**src/design/bpc_consts.svh**
```systemverilog
// bpc_consts.svh: offsets, field positions, reset values of the change-irq port
// assumes: included by bare name from the package and the design module
`ifndef BPC_CONSTS_SVH
`define BPC_CONSTS_SVH
// register byte addresses (indices scaled by four, some indices not word multiples)
`define BPC_IDX_INTCTL     8'h0b
`define BPC_IDX_DIR        8'h86
`define BPC_IDX_OPTION     8'h81
`define BPC_IDX_PORT       8'h06
`define BPC_ADDR_INTCTL    12'h02c
`define BPC_ADDR_DIR       12'h218
`define BPC_ADDR_OPTION    12'h204
`define BPC_ADDR_PORT      12'h018
// field positions
`define BPC_OPT_PULLUP_N   7
`define BPC_OPT_EDGE       6
`define BPC_IC_GIE         7
`define BPC_IC_EXT_EN      4
`define BPC_IC_CHG_EN      3
`define BPC_IC_EXT_FLAG    1
`define BPC_IC_CHG_FLAG    0
`define BPC_SDO_PIN        2
// reset values
`define BPC_RST_DIR        8'hff
`define BPC_RST_OPTION     8'hff
`define BPC_RST_INTCTL     8'h00
`define BPC_RST_LATCH      8'h00
// axi answers
`define BPC_RESP_OKAY      2'b00
`define BPC_RESP_SLVERR    2'b10
`endif

```
**src/design/bpc_pkg.sv**
```systemverilog
// bpc_pkg.sv: types shared by the change-irq port
// assumes: nothing beyond the constants header
`include "bpc_consts.svh"
package bpc_pkg;
  // register selector decoded from a byte address
  typedef enum logic [2:0] {
    BPC_SEL_NONE   = 3'b000,
    BPC_SEL_PORT   = 3'b001,
    BPC_SEL_DIR    = 3'b011,
    BPC_SEL_OPTION = 3'b010,
    BPC_SEL_INTCTL = 3'b110
  } bpc_sel_t;
endpackage : bpc_pkg

```
**src/design/bpc_port.sv**
```systemverilog
// bpc_port.sv: eight-pin bidirectional port with change and edge interrupt flags
// assumes: single 200 MHz clock, pins asynchronous, AXI4-Lite master one op at a time
// What this block does
// eight pins, each input or output
// direction one makes pin input, hi-z
// direction zero drives the output latch
// option bit 7 low enables all pull-ups
// output pins never get a pull-up
// pull-ups off after reset
// watch upper four input pins only
// compare against value captured at last port read or write
// OR mismatches into change flag bit 0
// active change interrupt wakes from sleep
// port read or write refreshes reference
// mismatch keeps setting flag; read before clear
// software should avoid polling the port
// pin 0 edge interrupt, edge by option bit 6
// peripheral override forces pin direction
// software avoids direction read-modify-write under override
// direction bit 2 reads back serial output enable
// flags set regardless of global enable
// pins synchronised before edge and mismatch detection
// selected edge sets external flag bit 1
`include "bpc_consts.svh"
module bpc_port (
  // clock and reset
  input  wire logic        aclk,
  input  wire logic        aresetn,
  // axi4-lite write address
  input  wire logic [11:0] s_axi_awaddr,
  input  wire logic        s_axi_awvalid,
  output logic             s_axi_awready,
  // axi4-lite write data
  input  wire logic [31:0] s_axi_wdata,
  input  wire logic [3:0]  s_axi_wstrb,
  input  wire logic        s_axi_wvalid,
  output logic             s_axi_wready,
  // axi4-lite write response
  output logic [1:0]       s_axi_bresp,
  output logic             s_axi_bvalid,
  input  wire logic        s_axi_bready,
  // axi4-lite read address
  input  wire logic [11:0] s_axi_araddr,
  input  wire logic        s_axi_arvalid,
  output logic             s_axi_arready,
  // axi4-lite read data
  output logic [31:0]      s_axi_rdata,
  output logic [1:0]       s_axi_rresp,
  output logic             s_axi_rvalid,
  input  wire logic        s_axi_rready,
  // port pins, split into input, output and enable
  input  wire logic [7:0]  second_port_in,
  output logic [7:0]       second_port_out,
  output logic [7:0]       second_port_oe,
  output logic [7:0]       pullup_en,
  // peripheral direction overrides
  input  wire logic [7:0]  periph_override,
  input  wire logic [7:0]  periph_dir,
  input  wire logic        sync_serial_port_oe,
  input  wire logic        sync_serial_port_ctl,
  // interrupt and wake
  output logic             irq_request,
  output logic             wake_request
);

  // decoding of a byte address, used by both read and write paths
  function automatic bpc_pkg::bpc_sel_t decode(input logic [11:0] addr);
    unique case (addr)
      `BPC_ADDR_PORT:   decode = bpc_pkg::BPC_SEL_PORT;
      `BPC_ADDR_DIR:    decode = bpc_pkg::BPC_SEL_DIR;
      `BPC_ADDR_OPTION: decode = bpc_pkg::BPC_SEL_OPTION;
      `BPC_ADDR_INTCTL: decode = bpc_pkg::BPC_SEL_INTCTL;
      default:          decode = bpc_pkg::BPC_SEL_NONE;
    endcase
  endfunction : decode

  // software-visible state
  logic [7:0] out_latch;         // output latch
  logic [7:0] port_direction;    // one = input
  logic [7:0] option_reg;        // pull-up and edge controls
  logic [7:0] interrupt_control; // enables and flags
  // pin synchronisers, first stage read only by second
  logic [7:0] pin_meta;
  logic [7:0] pin_sync;
  logic       ext_prev;          // previous synchronised pin 0
  logic [3:0] change_ref;        // reference captured on port access
  // axi channel holding state
  logic        aw_held;
  logic [11:0] aw_addr;
  logic        w_held;
  logic [31:0] w_data;
  logic [3:0]  w_strb;

  // effective direction after overrides; the serial enable only alters the readback
  logic [7:0] eff_dir;
  logic [7:0] dir_readback;
  always_comb begin
    eff_dir = port_direction;
    for (int i = 0; i < 8; i++) begin
      if (periph_override[i]) begin
        eff_dir[i] = periph_dir[i];
      end
    end
    dir_readback = eff_dir;
    if (sync_serial_port_ctl) begin
      dir_readback[`BPC_SDO_PIN] = ~sync_serial_port_oe;
    end
  end

  // pin drivers and pull-ups per pin
  for (genvar g = 0; g < 8; g++) begin : g_pin
    assign second_port_oe[g]  = ~eff_dir[g];
    assign second_port_out[g] = out_latch[g];
    assign pullup_en[g] = ~option_reg[`BPC_OPT_PULLUP_N] & eff_dir[g];
  end

  // synchronise the pins before any detection
  always_ff @(posedge aclk) begin
    if (!aresetn) begin
      pin_meta <= 8'h00;
      pin_sync <= 8'h00;
      ext_prev <= 1'b0;
    end else begin
      pin_meta <= second_port_in;
      pin_sync <= pin_meta;
      ext_prev <= pin_sync[0];
    end
  end

  // pin readback: inputs from pins, outputs from latch
  logic [7:0] port_read;
  assign port_read = (pin_sync & eff_dir) | (out_latch & ~eff_dir);

  // detection terms
  logic [3:0] mismatch;
  logic       change_hit;
  logic       ext_edge;
  assign mismatch   = (pin_sync[7:4] ^ change_ref) & eff_dir[7:4];
  assign change_hit = |mismatch;
  assign ext_edge   = option_reg[`BPC_OPT_EDGE] ? (pin_sync[0] & ~ext_prev)
                                                : (~pin_sync[0] & ext_prev);

  // bus handshakes: accept address and data in either order
  logic wr_go;
  logic rd_go;
  assign s_axi_awready = ~aw_held & ~s_axi_bvalid;
  assign s_axi_wready  = ~w_held & ~s_axi_bvalid;
  assign s_axi_arready = ~s_axi_rvalid;
  assign wr_go = aw_held & w_held & ~s_axi_bvalid;
  assign rd_go = s_axi_arvalid & s_axi_arready;

  bpc_pkg::bpc_sel_t wsel;
  bpc_pkg::bpc_sel_t rsel;
  assign wsel = decode(aw_addr);
  assign rsel = decode(s_axi_araddr);

  // write channel capture
  always_ff @(posedge aclk) begin
    if (!aresetn) begin
      aw_held <= 1'b0;
      aw_addr <= 12'h000;
      w_held  <= 1'b0;
      w_data  <= 32'h0000_0000;
      w_strb  <= 4'h0;
    end else begin
      if (s_axi_awvalid && s_axi_awready) begin
        aw_held <= 1'b1;
        aw_addr <= s_axi_awaddr;
      end else if (wr_go) begin
        aw_held <= 1'b0;
      end
      if (s_axi_wvalid && s_axi_wready) begin
        w_held <= 1'b1;
        w_data <= s_axi_wdata;
        w_strb <= s_axi_wstrb;
      end else if (wr_go) begin
        w_held <= 1'b0;
      end
    end
  end

  // write response
  always_ff @(posedge aclk) begin
    if (!aresetn) begin
      s_axi_bvalid <= 1'b0;
      s_axi_bresp  <= `BPC_RESP_OKAY;
    end else if (wr_go) begin
      s_axi_bvalid <= 1'b1;
      s_axi_bresp  <= (wsel == bpc_pkg::BPC_SEL_NONE) ? `BPC_RESP_SLVERR : `BPC_RESP_OKAY;
    end else if (s_axi_bready) begin
      s_axi_bvalid <= 1'b0;
    end
  end

  // byte-lane write enable for the low byte
  logic wr_lo;
  assign wr_lo = wr_go & w_strb[0];

  // control registers
  always_ff @(posedge aclk) begin
    if (!aresetn) begin
      out_latch      <= `BPC_RST_LATCH;
      port_direction <= `BPC_RST_DIR;
      option_reg     <= `BPC_RST_OPTION;
    end else if (wr_lo) begin
      if (wsel == bpc_pkg::BPC_SEL_PORT) begin
        out_latch <= w_data[7:0];
      end
      if (wsel == bpc_pkg::BPC_SEL_DIR) begin
        port_direction <= w_data[7:0];
      end
      if (wsel == bpc_pkg::BPC_SEL_OPTION) begin
        option_reg <= w_data[7:0];
      end
    end
  end

  // change reference refreshed by any port access
  logic port_access;
  assign port_access = (wr_go && wsel == bpc_pkg::BPC_SEL_PORT)
                     || (rd_go && rsel == bpc_pkg::BPC_SEL_PORT);
  always_ff @(posedge aclk) begin
    if (!aresetn) begin
      change_ref <= 4'h0;
    end else if (port_access) begin
      change_ref <= pin_sync[7:4];
    end
  end

  // interrupt control: flags set on events, set beats software clear
  always_ff @(posedge aclk) begin
    if (!aresetn) begin
      interrupt_control <= `BPC_RST_INTCTL;
    end else begin
      if (wr_lo && wsel == bpc_pkg::BPC_SEL_INTCTL) begin
        interrupt_control <= w_data[7:0];
      end
      if (change_hit) begin
        interrupt_control[`BPC_IC_CHG_FLAG] <= 1'b1;
      end
      if (ext_edge) begin
        interrupt_control[`BPC_IC_EXT_FLAG] <= 1'b1;
      end
    end
  end

  // gated interrupt and wake outputs
  logic chg_active;
  logic ext_active;
  assign chg_active = interrupt_control[`BPC_IC_CHG_FLAG] & interrupt_control[`BPC_IC_CHG_EN];
  assign ext_active = interrupt_control[`BPC_IC_EXT_FLAG] & interrupt_control[`BPC_IC_EXT_EN];
  assign wake_request = chg_active | ext_active;
  assign irq_request  = wake_request & interrupt_control[`BPC_IC_GIE];

  // read channel
  always_ff @(posedge aclk) begin
    if (!aresetn) begin
      s_axi_rvalid <= 1'b0;
      s_axi_rdata  <= 32'h0000_0000;
      s_axi_rresp  <= `BPC_RESP_OKAY;
    end else if (rd_go) begin
      s_axi_rvalid <= 1'b1;
      s_axi_rresp  <= `BPC_RESP_OKAY;
      unique case (rsel)
        bpc_pkg::BPC_SEL_PORT:   s_axi_rdata <= {24'h00_0000, port_read};
        bpc_pkg::BPC_SEL_DIR:    s_axi_rdata <= {24'h00_0000, dir_readback};
        bpc_pkg::BPC_SEL_OPTION: s_axi_rdata <= {24'h00_0000, option_reg};
        bpc_pkg::BPC_SEL_INTCTL: s_axi_rdata <= {24'h00_0000, interrupt_control};
        default: begin
          s_axi_rdata <= 32'h0000_0000;
          s_axi_rresp <= `BPC_RESP_SLVERR;
        end
      endcase
    end else if (s_axi_rready) begin
      s_axi_rvalid <= 1'b0;
    end
  end

  // pull-ups follow control and direction
  pullup_rule_a: assert property (@(posedge aclk) disable iff (!aresetn)
    pullup_en == ({8{~option_reg[`BPC_OPT_PULLUP_N]}} & eff_dir))
    else $error("pull-up enable wrong");
  // output pins never pulled up
  pullup_out_a: assert property (@(posedge aclk) disable iff (!aresetn)
    (pullup_en & second_port_oe) == 8'h00)
    else $error("pull-up on output pin");
  // pull-ups off right after reset
  pullup_reset_a: assert property (@(posedge aclk)
    $rose(aresetn) |-> pullup_en == 8'h00)
    else $error("pull-up on after reset");
  // driver enable mirrors direction
  drive_dir_a: assert property (@(posedge aclk) disable iff (!aresetn)
    second_port_oe == ~eff_dir && second_port_out == out_latch)
    else $error("pin driver wrong");
  // mismatch on a watched input sets the flag next cycle
  change_set_a: assert property (@(posedge aclk) disable iff (!aresetn)
    change_hit |=> interrupt_control[`BPC_IC_CHG_FLAG])
    else $error("change flag not set");
  // no mismatch while all four upper pins are configured as outputs
  change_excl_a: assert property (@(posedge aclk) disable iff (!aresetn)
    (eff_dir[7:4] == 4'h0) |-> !change_hit)
    else $error("output pin in change compare");
  // port access loads the reference from the synchronised upper pins one cycle later
  ref_refresh_a: assert property (@(posedge aclk) disable iff (!aresetn)
    port_access |=> change_ref == $past(pin_sync[7:4]))
    else $error("reference not refreshed");
  // rising edge selected sets the external flag
  ext_rise_a: assert property (@(posedge aclk) disable iff (!aresetn)
    (option_reg[`BPC_OPT_EDGE] && pin_sync[0] && !ext_prev) |=>
      interrupt_control[`BPC_IC_EXT_FLAG])
    else $error("external flag missed");
  // flag set even with global enable clear
  flag_nogie_a: assert property (@(posedge aclk) disable iff (!aresetn)
    (ext_edge && !interrupt_control[`BPC_IC_GIE]) |=> interrupt_control[`BPC_IC_EXT_FLAG])
    else $error("flag gated by global enable");
  // synchronised pin follows the input by two cycles
  pin_sync_a: assert property (@(posedge aclk) disable iff (!aresetn)
    ##2 pin_sync == $past(second_port_in, 2))
    else $error("synchroniser depth wrong");

endmodule : bpc_port

```
**config.mk**
```make
export PLATFORM = sky130hd
export DESIGN_NAME = bpc_port
export DESIGN_NICKNAME = d
export VERILOG_FILES = /design/src/design/bpc_pkg.sv /design/src/design/bpc_port.sv
export VERILOG_INCLUDE_DIRS = /design/src /design/src/design
export SDC_FILE = /design/constraint.sdc
export NUM_CORES = 1
export LEC_CHECK = 0
export BUFFER_PORTS_ARGS = -buffer_cell sky130_fd_sc_hd__clkbuf_2
export CORE_MARGIN = 2
export CORE_UTILIZATION = 48
export CTS_CLUSTER_DIAMETER = 100
export DETAILED_ROUTE_END_ITERATION = 6
export GPL_TIMING_DRIVEN = 0
export PLACE_DENSITY_LB_ADDON = 0.2
export SETUP_SLACK_MARGIN = 0.5
export SLEW_MARGIN = 25
export SYNTH_ARGS = -nofsm -noshare
export SYNTH_HDL_FRONTEND = slang
export SYNTH_SLANG_ARGS = --single-unit
```
**constraint.sdc**
```tcl
create_clock -name aclk -period 2.3 [get_ports aclk]
set_input_delay 0.46 -clock aclk [delete_from_list [all_inputs] [get_ports aclk]]
set_output_delay 0.46 -clock aclk [all_outputs]
set_load 0.01 [all_outputs]
```
# --- Yosys cells after proc, flatten, opt, wreduce, memory -nomap -nowiden ---
# Cells that the tools add are included.
# W data, S select, Z words.
op_classes:
  addsub: 0
  multipliers: 0
  div_mod_pow: 0
  order_cmp: 0
  n_eq_ne: 16
  n_shift: 0
  muxes: 25
  n_bitwise: 42
  n_reduce_logical: 18
op_table:
  columns: ["op", "n"]
  rows:
  - ["$eq A12 B10 Y1 const B", 4]
  - ["$pmux W8 S4", 1]
  - ["$eq A12 B5 Y1 const B", 2]
  - ["$eq A12 B6 Y1 const B", 2]
  - ["$pmux W3 S4", 2]
  - ["$and A1 B1 Y1", 19]
  - ["$mux W1", 19]
  - ["$and A8 B8 Y8", 2]
  - ["$not A1 Y1", 16]
  - ["$eq A3 B2 Y1 const B", 4]
  - ["$reduce_bool A2 Y1", 6]
  - ["$not A8 Y8", 1]
  - ["$or A8 B8 Y8", 1]
  - ["$reduce_or A4 Y1", 2]
  - ["$eq A3 B1 Y1 const B", 2]
  - ["$eq A3 B3 Y1 const B", 2]
  - ["$mux W2", 3]
  - ["$reduce_and A2 Y1", 3]
  - ["$logic_and A1 B1 Y1", 5]
  - ["$and A4 B4 Y4", 1]
  - ["$xor A4 B4 Y4", 1]
  - ["$logic_not A3 Y1", 1]
  - ["$logic_or A1 B1 Y1", 1]
  - ["$or A1 B1 Y1", 1]
word_totals:
  ff_bits: 114
  latchBits: 0
  ram_bits: 0
  rom_bits: 0
  out_inout_bits: 67
  n_memories: 0

# --- Logic depth before layout (Yosys ltp) ---
# Gate-level depths: netlist of run 1.
depth:
  ltp_word: 6
  ltp_mapped: 6

# --- Worst setup path before layout of run 1 ---
# Ideal clock, no wire load.
synth_path:
  path_type: "input to register"
  from: "input s_axi_araddr[3]"
  to: "register s_axi_rdata[7]"
  arrival_ns: 1.710
  path_slack_ns: 0.516
  stages: 6
  path_buffers: 1
  path_cell_list: "and3b_1 -> o21ai_1 -> buf_2 -> nand2_1 -> a221o_1 -> o21ai_0"
synth_between:
  elab_chain_len: 4
synth_lines:
  columns: ["item", "line", "text"]
  rows:
  - ["start, declared", "bpc_port.sv:43", "input wire logic [11:0] s_axi_araddr,"]
  - ["$eq A12 B6 Y1, or another cell as far along", "bpc_port.sv:68", "unique case (addr)"]
  - ["$pmux W3 S4 (*)", "bpc_port.sv:68", null]
  - ["$eq A3 B3 Y1, or another cell as far along", "bpc_port.sv:264", "unique case (rsel)"]
  - ["$pmux W8 S4 (*)", "bpc_port.sv:264", null]
  - ["end signal, assigned", "bpc_port.sv:265", "bpc_pkg::BPC_SEL_PORT: s_axi_rdata <= {24'h00_0000, port_read};"]
  - ["end signal, assigned", "bpc_port.sv:266", "bpc_pkg::BPC_SEL_DIR: s_axi_rdata <= {24'h00_0000, dir_readback};"]
  - ["end signal, assigned", "bpc_port.sv:267", "bpc_pkg::BPC_SEL_OPTION: s_axi_rdata <= {24'h00_0000, option_reg};"]
  - ["end, declared", "bpc_port.sv:47", "output logic [31:0] s_axi_rdata,"]
# Mark *: on every way between the ends. The rest lies on a longest branch, timed or not.
# A chain may end at the register's enable or synchronous reset.

# --- Worst setup path in the final report of run 1 ---
layout_path:
  from: "register aw_addr[10]"
  to: "register option_reg[2]"
layout_between:
  elab_chain_len: 4
layout_lines:
  columns: ["item", "line", "text"]
  rows:
  - ["start, declared", "bpc_port.sv:89", "logic [11:0] aw_addr;"]
  - ["start signal, assigned", "bpc_port.sv:168", "aw_addr <= s_axi_awaddr;"]
  - ["$eq A12 B6 Y1, or another cell as far along", "bpc_port.sv:68", null]
  - ["$pmux W3 S4 (*)", "bpc_port.sv:68", null]
  - ["$eq A3 B2 Y1 (*)", "bpc_port.sv:212", "if (wsel == bpc_pkg::BPC_SEL_OPTION) begin"]
  - ["$reduce_and A2 Y1 (no source line) (*)", null, null]
  - ["end signal, assigned", "bpc_port.sv:204", "option_reg <= `BPC_RST_OPTION;"]
  - ["end signal, assigned", "bpc_port.sv:213", "option_reg <= w_data[7:0];"]
  - ["end, declared", "bpc_port.sv:80", "logic [7:0] option_reg;"]
# Marks and branches as above.

==> results of run 1 <==
-- path summary, 6_finish.rpt --
check	slack [ps]	startpoint	endpoint
worst max register to register	550	aw_addr[10]	option_reg[2]
worst max-delay path	550	aw_addr[10]	option_reg[2]
worst min register to register	440	pin_meta[4]	pin_sync[4]
worst min-delay path	270	s_axi_rready	s_axi_rvalid
-- where the power goes --
part / switching, W / internal, W / total, W
registers: 0.0000495 / 0.00157 / 0.00162
clock network: 0.000626 / 0.000428 / 0.00105
logic: 0.000193 / 0.000160 / 0.000353
total: 0.000868 / 0.00216 / 0.00303
-- logic make-up after synthesis --
logic type	Yosys count
buffers and inverters	45
other	1
multiplexers	37
XOR/XNOR	4
AND/OR/NAND/NOR	183
AO/OA/AOI/OAI	81
flip-flops	88
-- routing by layer --
layer | track usage, % | routed length, µm | vias to the layer above
li1 | - | - | 1744
met1 | 31.1 | 4390 | 1588
met2 | 33.8 | 4600 | 128
met3 | 4.35 | 568 | 18
met4 | 7.97 | 198 | 0
met5 | 0 | 0 | -
-- worst max-delay path, stage by stage (launching register included) --
cell     delay, ps
dfxtp_2        350
nor4_4         340
nand4_2        260
nor3_4         260
buf_12         160
mux2i_1        190
nand2_1         70
-- cell usage after synthesis (2+ instances only) --
| cell | count |
|---|---|
| xnor2_1 | 4 |
| clkbuf_1 | 14 |
| nor3b_1 | 6 |
| dfxtp_1 | 88 |
| o21ai_0 | 20 |
| a22oi_1 | 7 |
| nor3_1 | 4 |
| and2_1 | 22 |
| a21boi_0 | 3 |
| nand3_1 | 9 |
| a21oi_1 | 30 |
| a2bb2oi_1 | 4 |
| a221o_1 | 4 |
| buf_4 | 26 |
| nor4_4 | 2 |
| nor2_1 | 37 |
| nor4bb_1 | 2 |
| a22o_1 | 2 |
| inv_1 | 2 |
| o22ai_1 | 2 |
| nand3b_1 | 2 |
| nand2b_1 | 4 |
| o31a_1 | 3 |
| and3b_1 | 2 |
| nor2b_1 | 3 |
| mux2i_1 | 37 |
| nand2_1 | 83 |
-- per-stage QoR --
step	worst slack, ps	util [%]	hold slack, ps	instances	power (W)
2_1_floorplan	516	-	412	464	0.00185
6_report	546	63.9	269	692	0.00303
4_1_cts	489	63.1	261	690	0.00302
3_3_place_gp	97.3	59.4	414	671	0.00198
5_1_grt	435	63.9	274	692	0.00316
3_5_place_dp	11.0	59.4	418	671	0.00199
-- timing repair --
action,CTS,global route
setup endpoints to repair,45,49
resized for setup,8,8
pin swaps,3,2
buffers inserted,3,2
-- area by class of cell --
cell class | count | share of cell area [%]
Buffer | 42 | 5.22
Clock buffer | 9 | 2.51
Clock inverter | 7 | 1.52
Inverter | 3 | 0.228
Multi-Input combinational cell | 331 | 40.1
Sequential cell | 88 | 35.7
Tap cell | 102 | 2.58
Timing Repair Buffer | 110 | 12.2
-- cells in the final DEF (no fill, tap or decap), drive strengths merged, types with 2 or more instances in the layout --
master and instances:
buf 32, nor3b 6, nor2 38, inv 5, nand3 9, clkinv 4
o22ai 2, nand2 84, and2 22, mux2i 37, conb 26, nand2b 4
a2bb2oi 4, nor3 5, nand4 2, and3b 2, a22oi 7, o21ai 21
nand3b 2, nor4 3, o31a 3, nor4bb 2, xnor2 4, nor2b 3
clkbuf 129, a221o 4, dfxtp 88, a21boi 3, a22o 2, a21oi 30
==> impl_metrics.json, run 1 <==
{
  "status": "finished clean",
  "worst_slew_pin_slew_ps": 540,
  "path_class": "register to register",
  "peakVddDrop_mv": 0.440,
  "syn_inst": 439,
  "avgSynthCellArea_um2": 8.76,
  "dieHeight_um": 93.5,
  "viasPerCell": 5.03,
  "finalNetCount": 678,
  "finalSetupTns_ps": 0,
  "max_clock_freq_ghz": 0.570,
  "largest_reg_flops": 12,
  "hold_path_depth": 2,
  "rsz0062_at_grt": "true",
  "ioPinCount": 160,
  "cts_root_buffer": "clkbuf_8",
  "synthAdderAreaFrac_pct": 0,
  "yosysWarnings": 0,
  "ant_nets": 0,
  "synth.area.mux_share_pct": 9.63,
  "synth_xor_area_share_pct": 0.911,
  "routed_wl_um": 9750,
  "clkSinkCount": 88,
  "vias": 3478,
  "syn_area_mm2": 0.00384,
  "post-dp-hpwl_um": 7290,
  "syn2layout_area_growth_pct": 28.4,
  "path_max_fanout": 8,
  "synth-edff-count": 0,
  "clock_skew_ps": 18.2,
  "drv_cap": 0,
  "synth_area_leader_cell": "dfxtp_1",
  "clkTransAtPathRegs_ps": 100,
  "power_density_mw_per_mm2": 613,
  "setup_viol": 0,
  "clk_path_buf_depth": 2,
  "track_usage_pct": 22.1,
  "grt_overflow": 0,
  "start_util_pct": 49.8,
  "worstPathRequired_ps": 2530,
  "synth-simple-area-share_pct": 23.4,
  "p_leak_nw": 2.12,
  "register_area_mm2": 0.00176,
  "antenna_found_initial": 0,
  "ys_ff_latch": 88,
  "drt-initial-drc-count": 188,
  "fin_area_mm2": 0.00494,
  "core_area_mm2": 0.00773,
  "numCtsBuffers": 9,
  "synth_top_family_by_area": "simple AND/OR/NAND/NOR gates",
  "cts_hold_buf": 0,
  "drive_gt1_share_pct": 29.3,
  "ys_async_sr_fraction_pct": 0,
  "ff2ff_path_depth": 6,
  "post_drt_wl_per_cell_um": 14.1,
  "num_antenna_cells": 0,
  "slew_violations": 0,
  "synth-seq-area-share_pct": 45.8,
  "synth-main-ff-cell": "dfxtp_1",
  "hp-class": "primary input to register",
  "drc": 0,
  "grt_pass1_vias": 3027,
  "synth.area.top_cells": "dfxtp_1, mux2i_1, nand2_1, buf_4, a21oi_1",
  "yosys.area.top_type_share_pct": 45.8,
  "endpoint_kind": "register",
  "grt_max_degree": 19,
  "layout_min_cycle_time_ps": 1750,
  "relSlewSlack_pct": 64.0,
  "port_buffers": 105,
  "critPathArrivalTime_ps": 1980,
  "multi_input_area_mm2": 0.00198,
  "grt_pass1_wl_um": 14900,
  "post_dp_cell_area_mm2": 0.00459,
  "die_w_um": 93.5,
  "nFillCells": 671,
  "insertion_delay_ps": 360,
  "cp-start-kind": "register",
  "synth_compound_area_share_pct": 13.2,
  "hold_violations": 0,
  "dieArea_mm2": 0.00874,
  "ys_types": 44,
  "cts_tree": "built",
  "finalCritPeriodShare_pct": 76.3,
  "std_cell_rows": 32,
  "htree_num_levels": 3,
  "gp_congestion": 0.869,
  "top_register": "aw_addr",
  "first_pass_iters": 5
}
(Power assumes the default switching activity.)
==> run 2: changes to the inputs <==
==> constraint.sdc (replaced) <==
create_clock -name aclk -period 1.7 [get_ports aclk]
set_input_delay 0.34 -clock aclk [delete_from_list [all_inputs] [get_ports aclk]]
set_output_delay 0.34 -clock aclk [all_outputs]
set_load 0.01 [all_outputs]
==> run 2 against run 1 <==
Effect of this change:
- the run now ends with negative setup slack left
- maximum frequency is 8.2% lower
- sequential share of layout area is 4.8 points lower
- power is 44% higher
- clock-buffer cell count is 2 higher
- core utilization is 13 points higher
- clock power is 39% higher
- final area is 20% higher
- critical endpoint is now option_reg[6]
- highest routed layer unchanged
==> impl_metrics.json, run 2 (synthesis gave the netlist of run 1 again) <==
{
  "violations": "negative setup slack",
  "drv_cap": 0,
  "slew_violations": 0,
  "drt-initial-drc-count": 358,
  "pre_cts_ws_ps": -363,
  "cts_tree": "built",
  "gp_congestion": 0.842,
  "cp.depth": 7,
  "register_area_mm2": 0.00183,
  "path_class": "register to register",
  "syn2layout_area_growth_pct": 53.8,
  "std_cell_rows": 32,
  "viasPerCell": 5.50,
  "ioPinCount": 160,
  "clock_skew_ps": 14.1,
  "start_util_pct": 49.8,
  "cp-start-kind": "register",
  "track_usage_pct": 26.2,
  "critPathMaxStageDelay_ps": 340,
  "hp-class": "primary input to register",
  "die_w_um": 93.5,
  "htree_num_levels": 3,
  "dieHeight_um": 93.5,
  "insertion_delay_ps": 370,
  "clk_path_buf_depth": 2,
  "multi_input_area_mm2": 0.00233,
  "final_common_cell": "clkbuf_2",
  "numCtsBuffers": 9,
  "post_dp_cell_area_mm2": 0.00473,
  "peakVddDrop_mv": 0.566,
  "post-dp-hpwl_um": 7470,
  "setup_ws_ps": -211,
  "p_leak_nw": 2.53,
  "worst_slew_pin_slew_ps": 577,
  "clkSinkCount": 88,
  "rsz0062_at_grt": "true",
  "finalNetCount": 726,
  "ff2ff_path_depth": 7,
  "grt_max_degree": 14,
  "largest_reg_flops": 12,
  "power_density_mw_per_mm2": 735,
  "layout_min_cycle_time_ps": 1910,
  "ant_nets": 0,
  "num_antenna_cells": 0,
  "endpoint_kind": "register",
  "relSlewSlack_pct": 61.5,
  "path_max_fanout": 8,
  "p_total_w": 0.00435,
  "r2r_setup_slack_ps": -210,
  "nFillCells": 483,
  "core_area_mm2": 0.00773,
  "setup_viol": 27,
  "grt_overflow": 0,
  "vias": 4063,
  "final_cell_mix": "clkbuf_2, nand2_1, buf_4",
  "grt_pass1_wl_um": 17400,
  "top_register": "aw_addr",
  "crit_buf_inv": 2,
  "clkTransAtPathRegs_ps": 90,
  "critPathArrivalTime_ps": 2140,
  "drc": 0,
  "max_clock_freq_ghz": 0.523,
  "cp_top_family": "simple AND/OR/NAND/NOR gates",
  "hold_path_depth": 2,
  "worstPathRequired_ps": 1930,
  "finalCritPeriodShare_pct": 112,
  "fin_area_mm2": 0.00591,
  "antenna_found_initial": 0,
  "routed_wl_um": 13400,
  "post_drt_wl_per_cell_um": 18.2,
  "drive_gt1_share_pct": 50.5,
  "dieArea_mm2": 0.00874,
  "path_cells": "nor4_4, buf_4, nand4_4, nor3_4, buf_12, mux2i_2, nand2_1",
  "cp_slowest_cell": "dfxtp_2",
  "first_pass_iters": 5,
  "cts_root_buffer": "clkbuf_8",
  "cts_hold_buf": 0,
  "grt_pass1_vias": 3503,
  "status": "complete, but fails checks",
  "hold_violations": 0,
  "port_buffers": 105
}
==> run 2: changes by cell type in the layout (fill, tap and decap cells not counted), sizes merged <==
cell	change
inv	-3
clkinv	-1
buf	+77
clkbuf	-27
bufinv	+1
==> run 2: worst paths after layout <==
kind	start	endpoint
min reg2reg	pin_meta[0]	pin_sync[0]
min	s_axi_rready	s_axi_rvalid
max reg2reg	aw_addr[1]	option_reg[6]
max	aw_addr[1]	option_reg[6]
==> run 2: through the flow <==
stage	utilization, %	cells	hold WS [ps]	TNS, ps
after floorplan	-	464	412	0
after global placement	61.2	671	414	-7250
after detailed placement	61.2	671	419	-8010
after CTS	71.0	719	140	-418
after global routing	76.5	739	134	-4210
final	76.5	739	132	-1760
==> run 2: timing repair <==
action / CTS / global route
pin swaps: 27 / 20
setup endpoints to repair: 98 / 96
gates cloned: 2 / 0
setup buffers: 31 / 20
resized for setup: 95 / 102
==> run 2: report_power, final <==
part | switching (W) | internal [W] | leakage [nW]
combinational | 0.000344 | 0.000349 | 1.70
sequential | 0.0000791 | 0.00212 | 0.729
clock | 0.000750 | 0.000706 | 0.0989
==> run 2: metal layers <==
| metal | GRT usage (%) | part of all wire [%] | vias to the layer above |
|---|---|---|---|
| met1 | 32.1 | 37 | 1901 |
| met3 | 6.45 | 8.6 | 65 |
| li1 | - | - | 1845 |
| met5 | 0 | 0 | - |
| met2 | 45.3 | 50 | 252 |
| met4 | 8.33 | 4.8 | 0 |
==> run 2: layout make-up <==
class                      instances  share of cell area (%)
sequential                        88                    30.9
multi-input combinational        331                    39.4
inverter                           3                   0.254
buffer                            42                    5.20
clock inverter                     4                   0.762
tap                              102                    2.16
timing repair buffer             158                    18.9
clock buffer                      11                    2.39
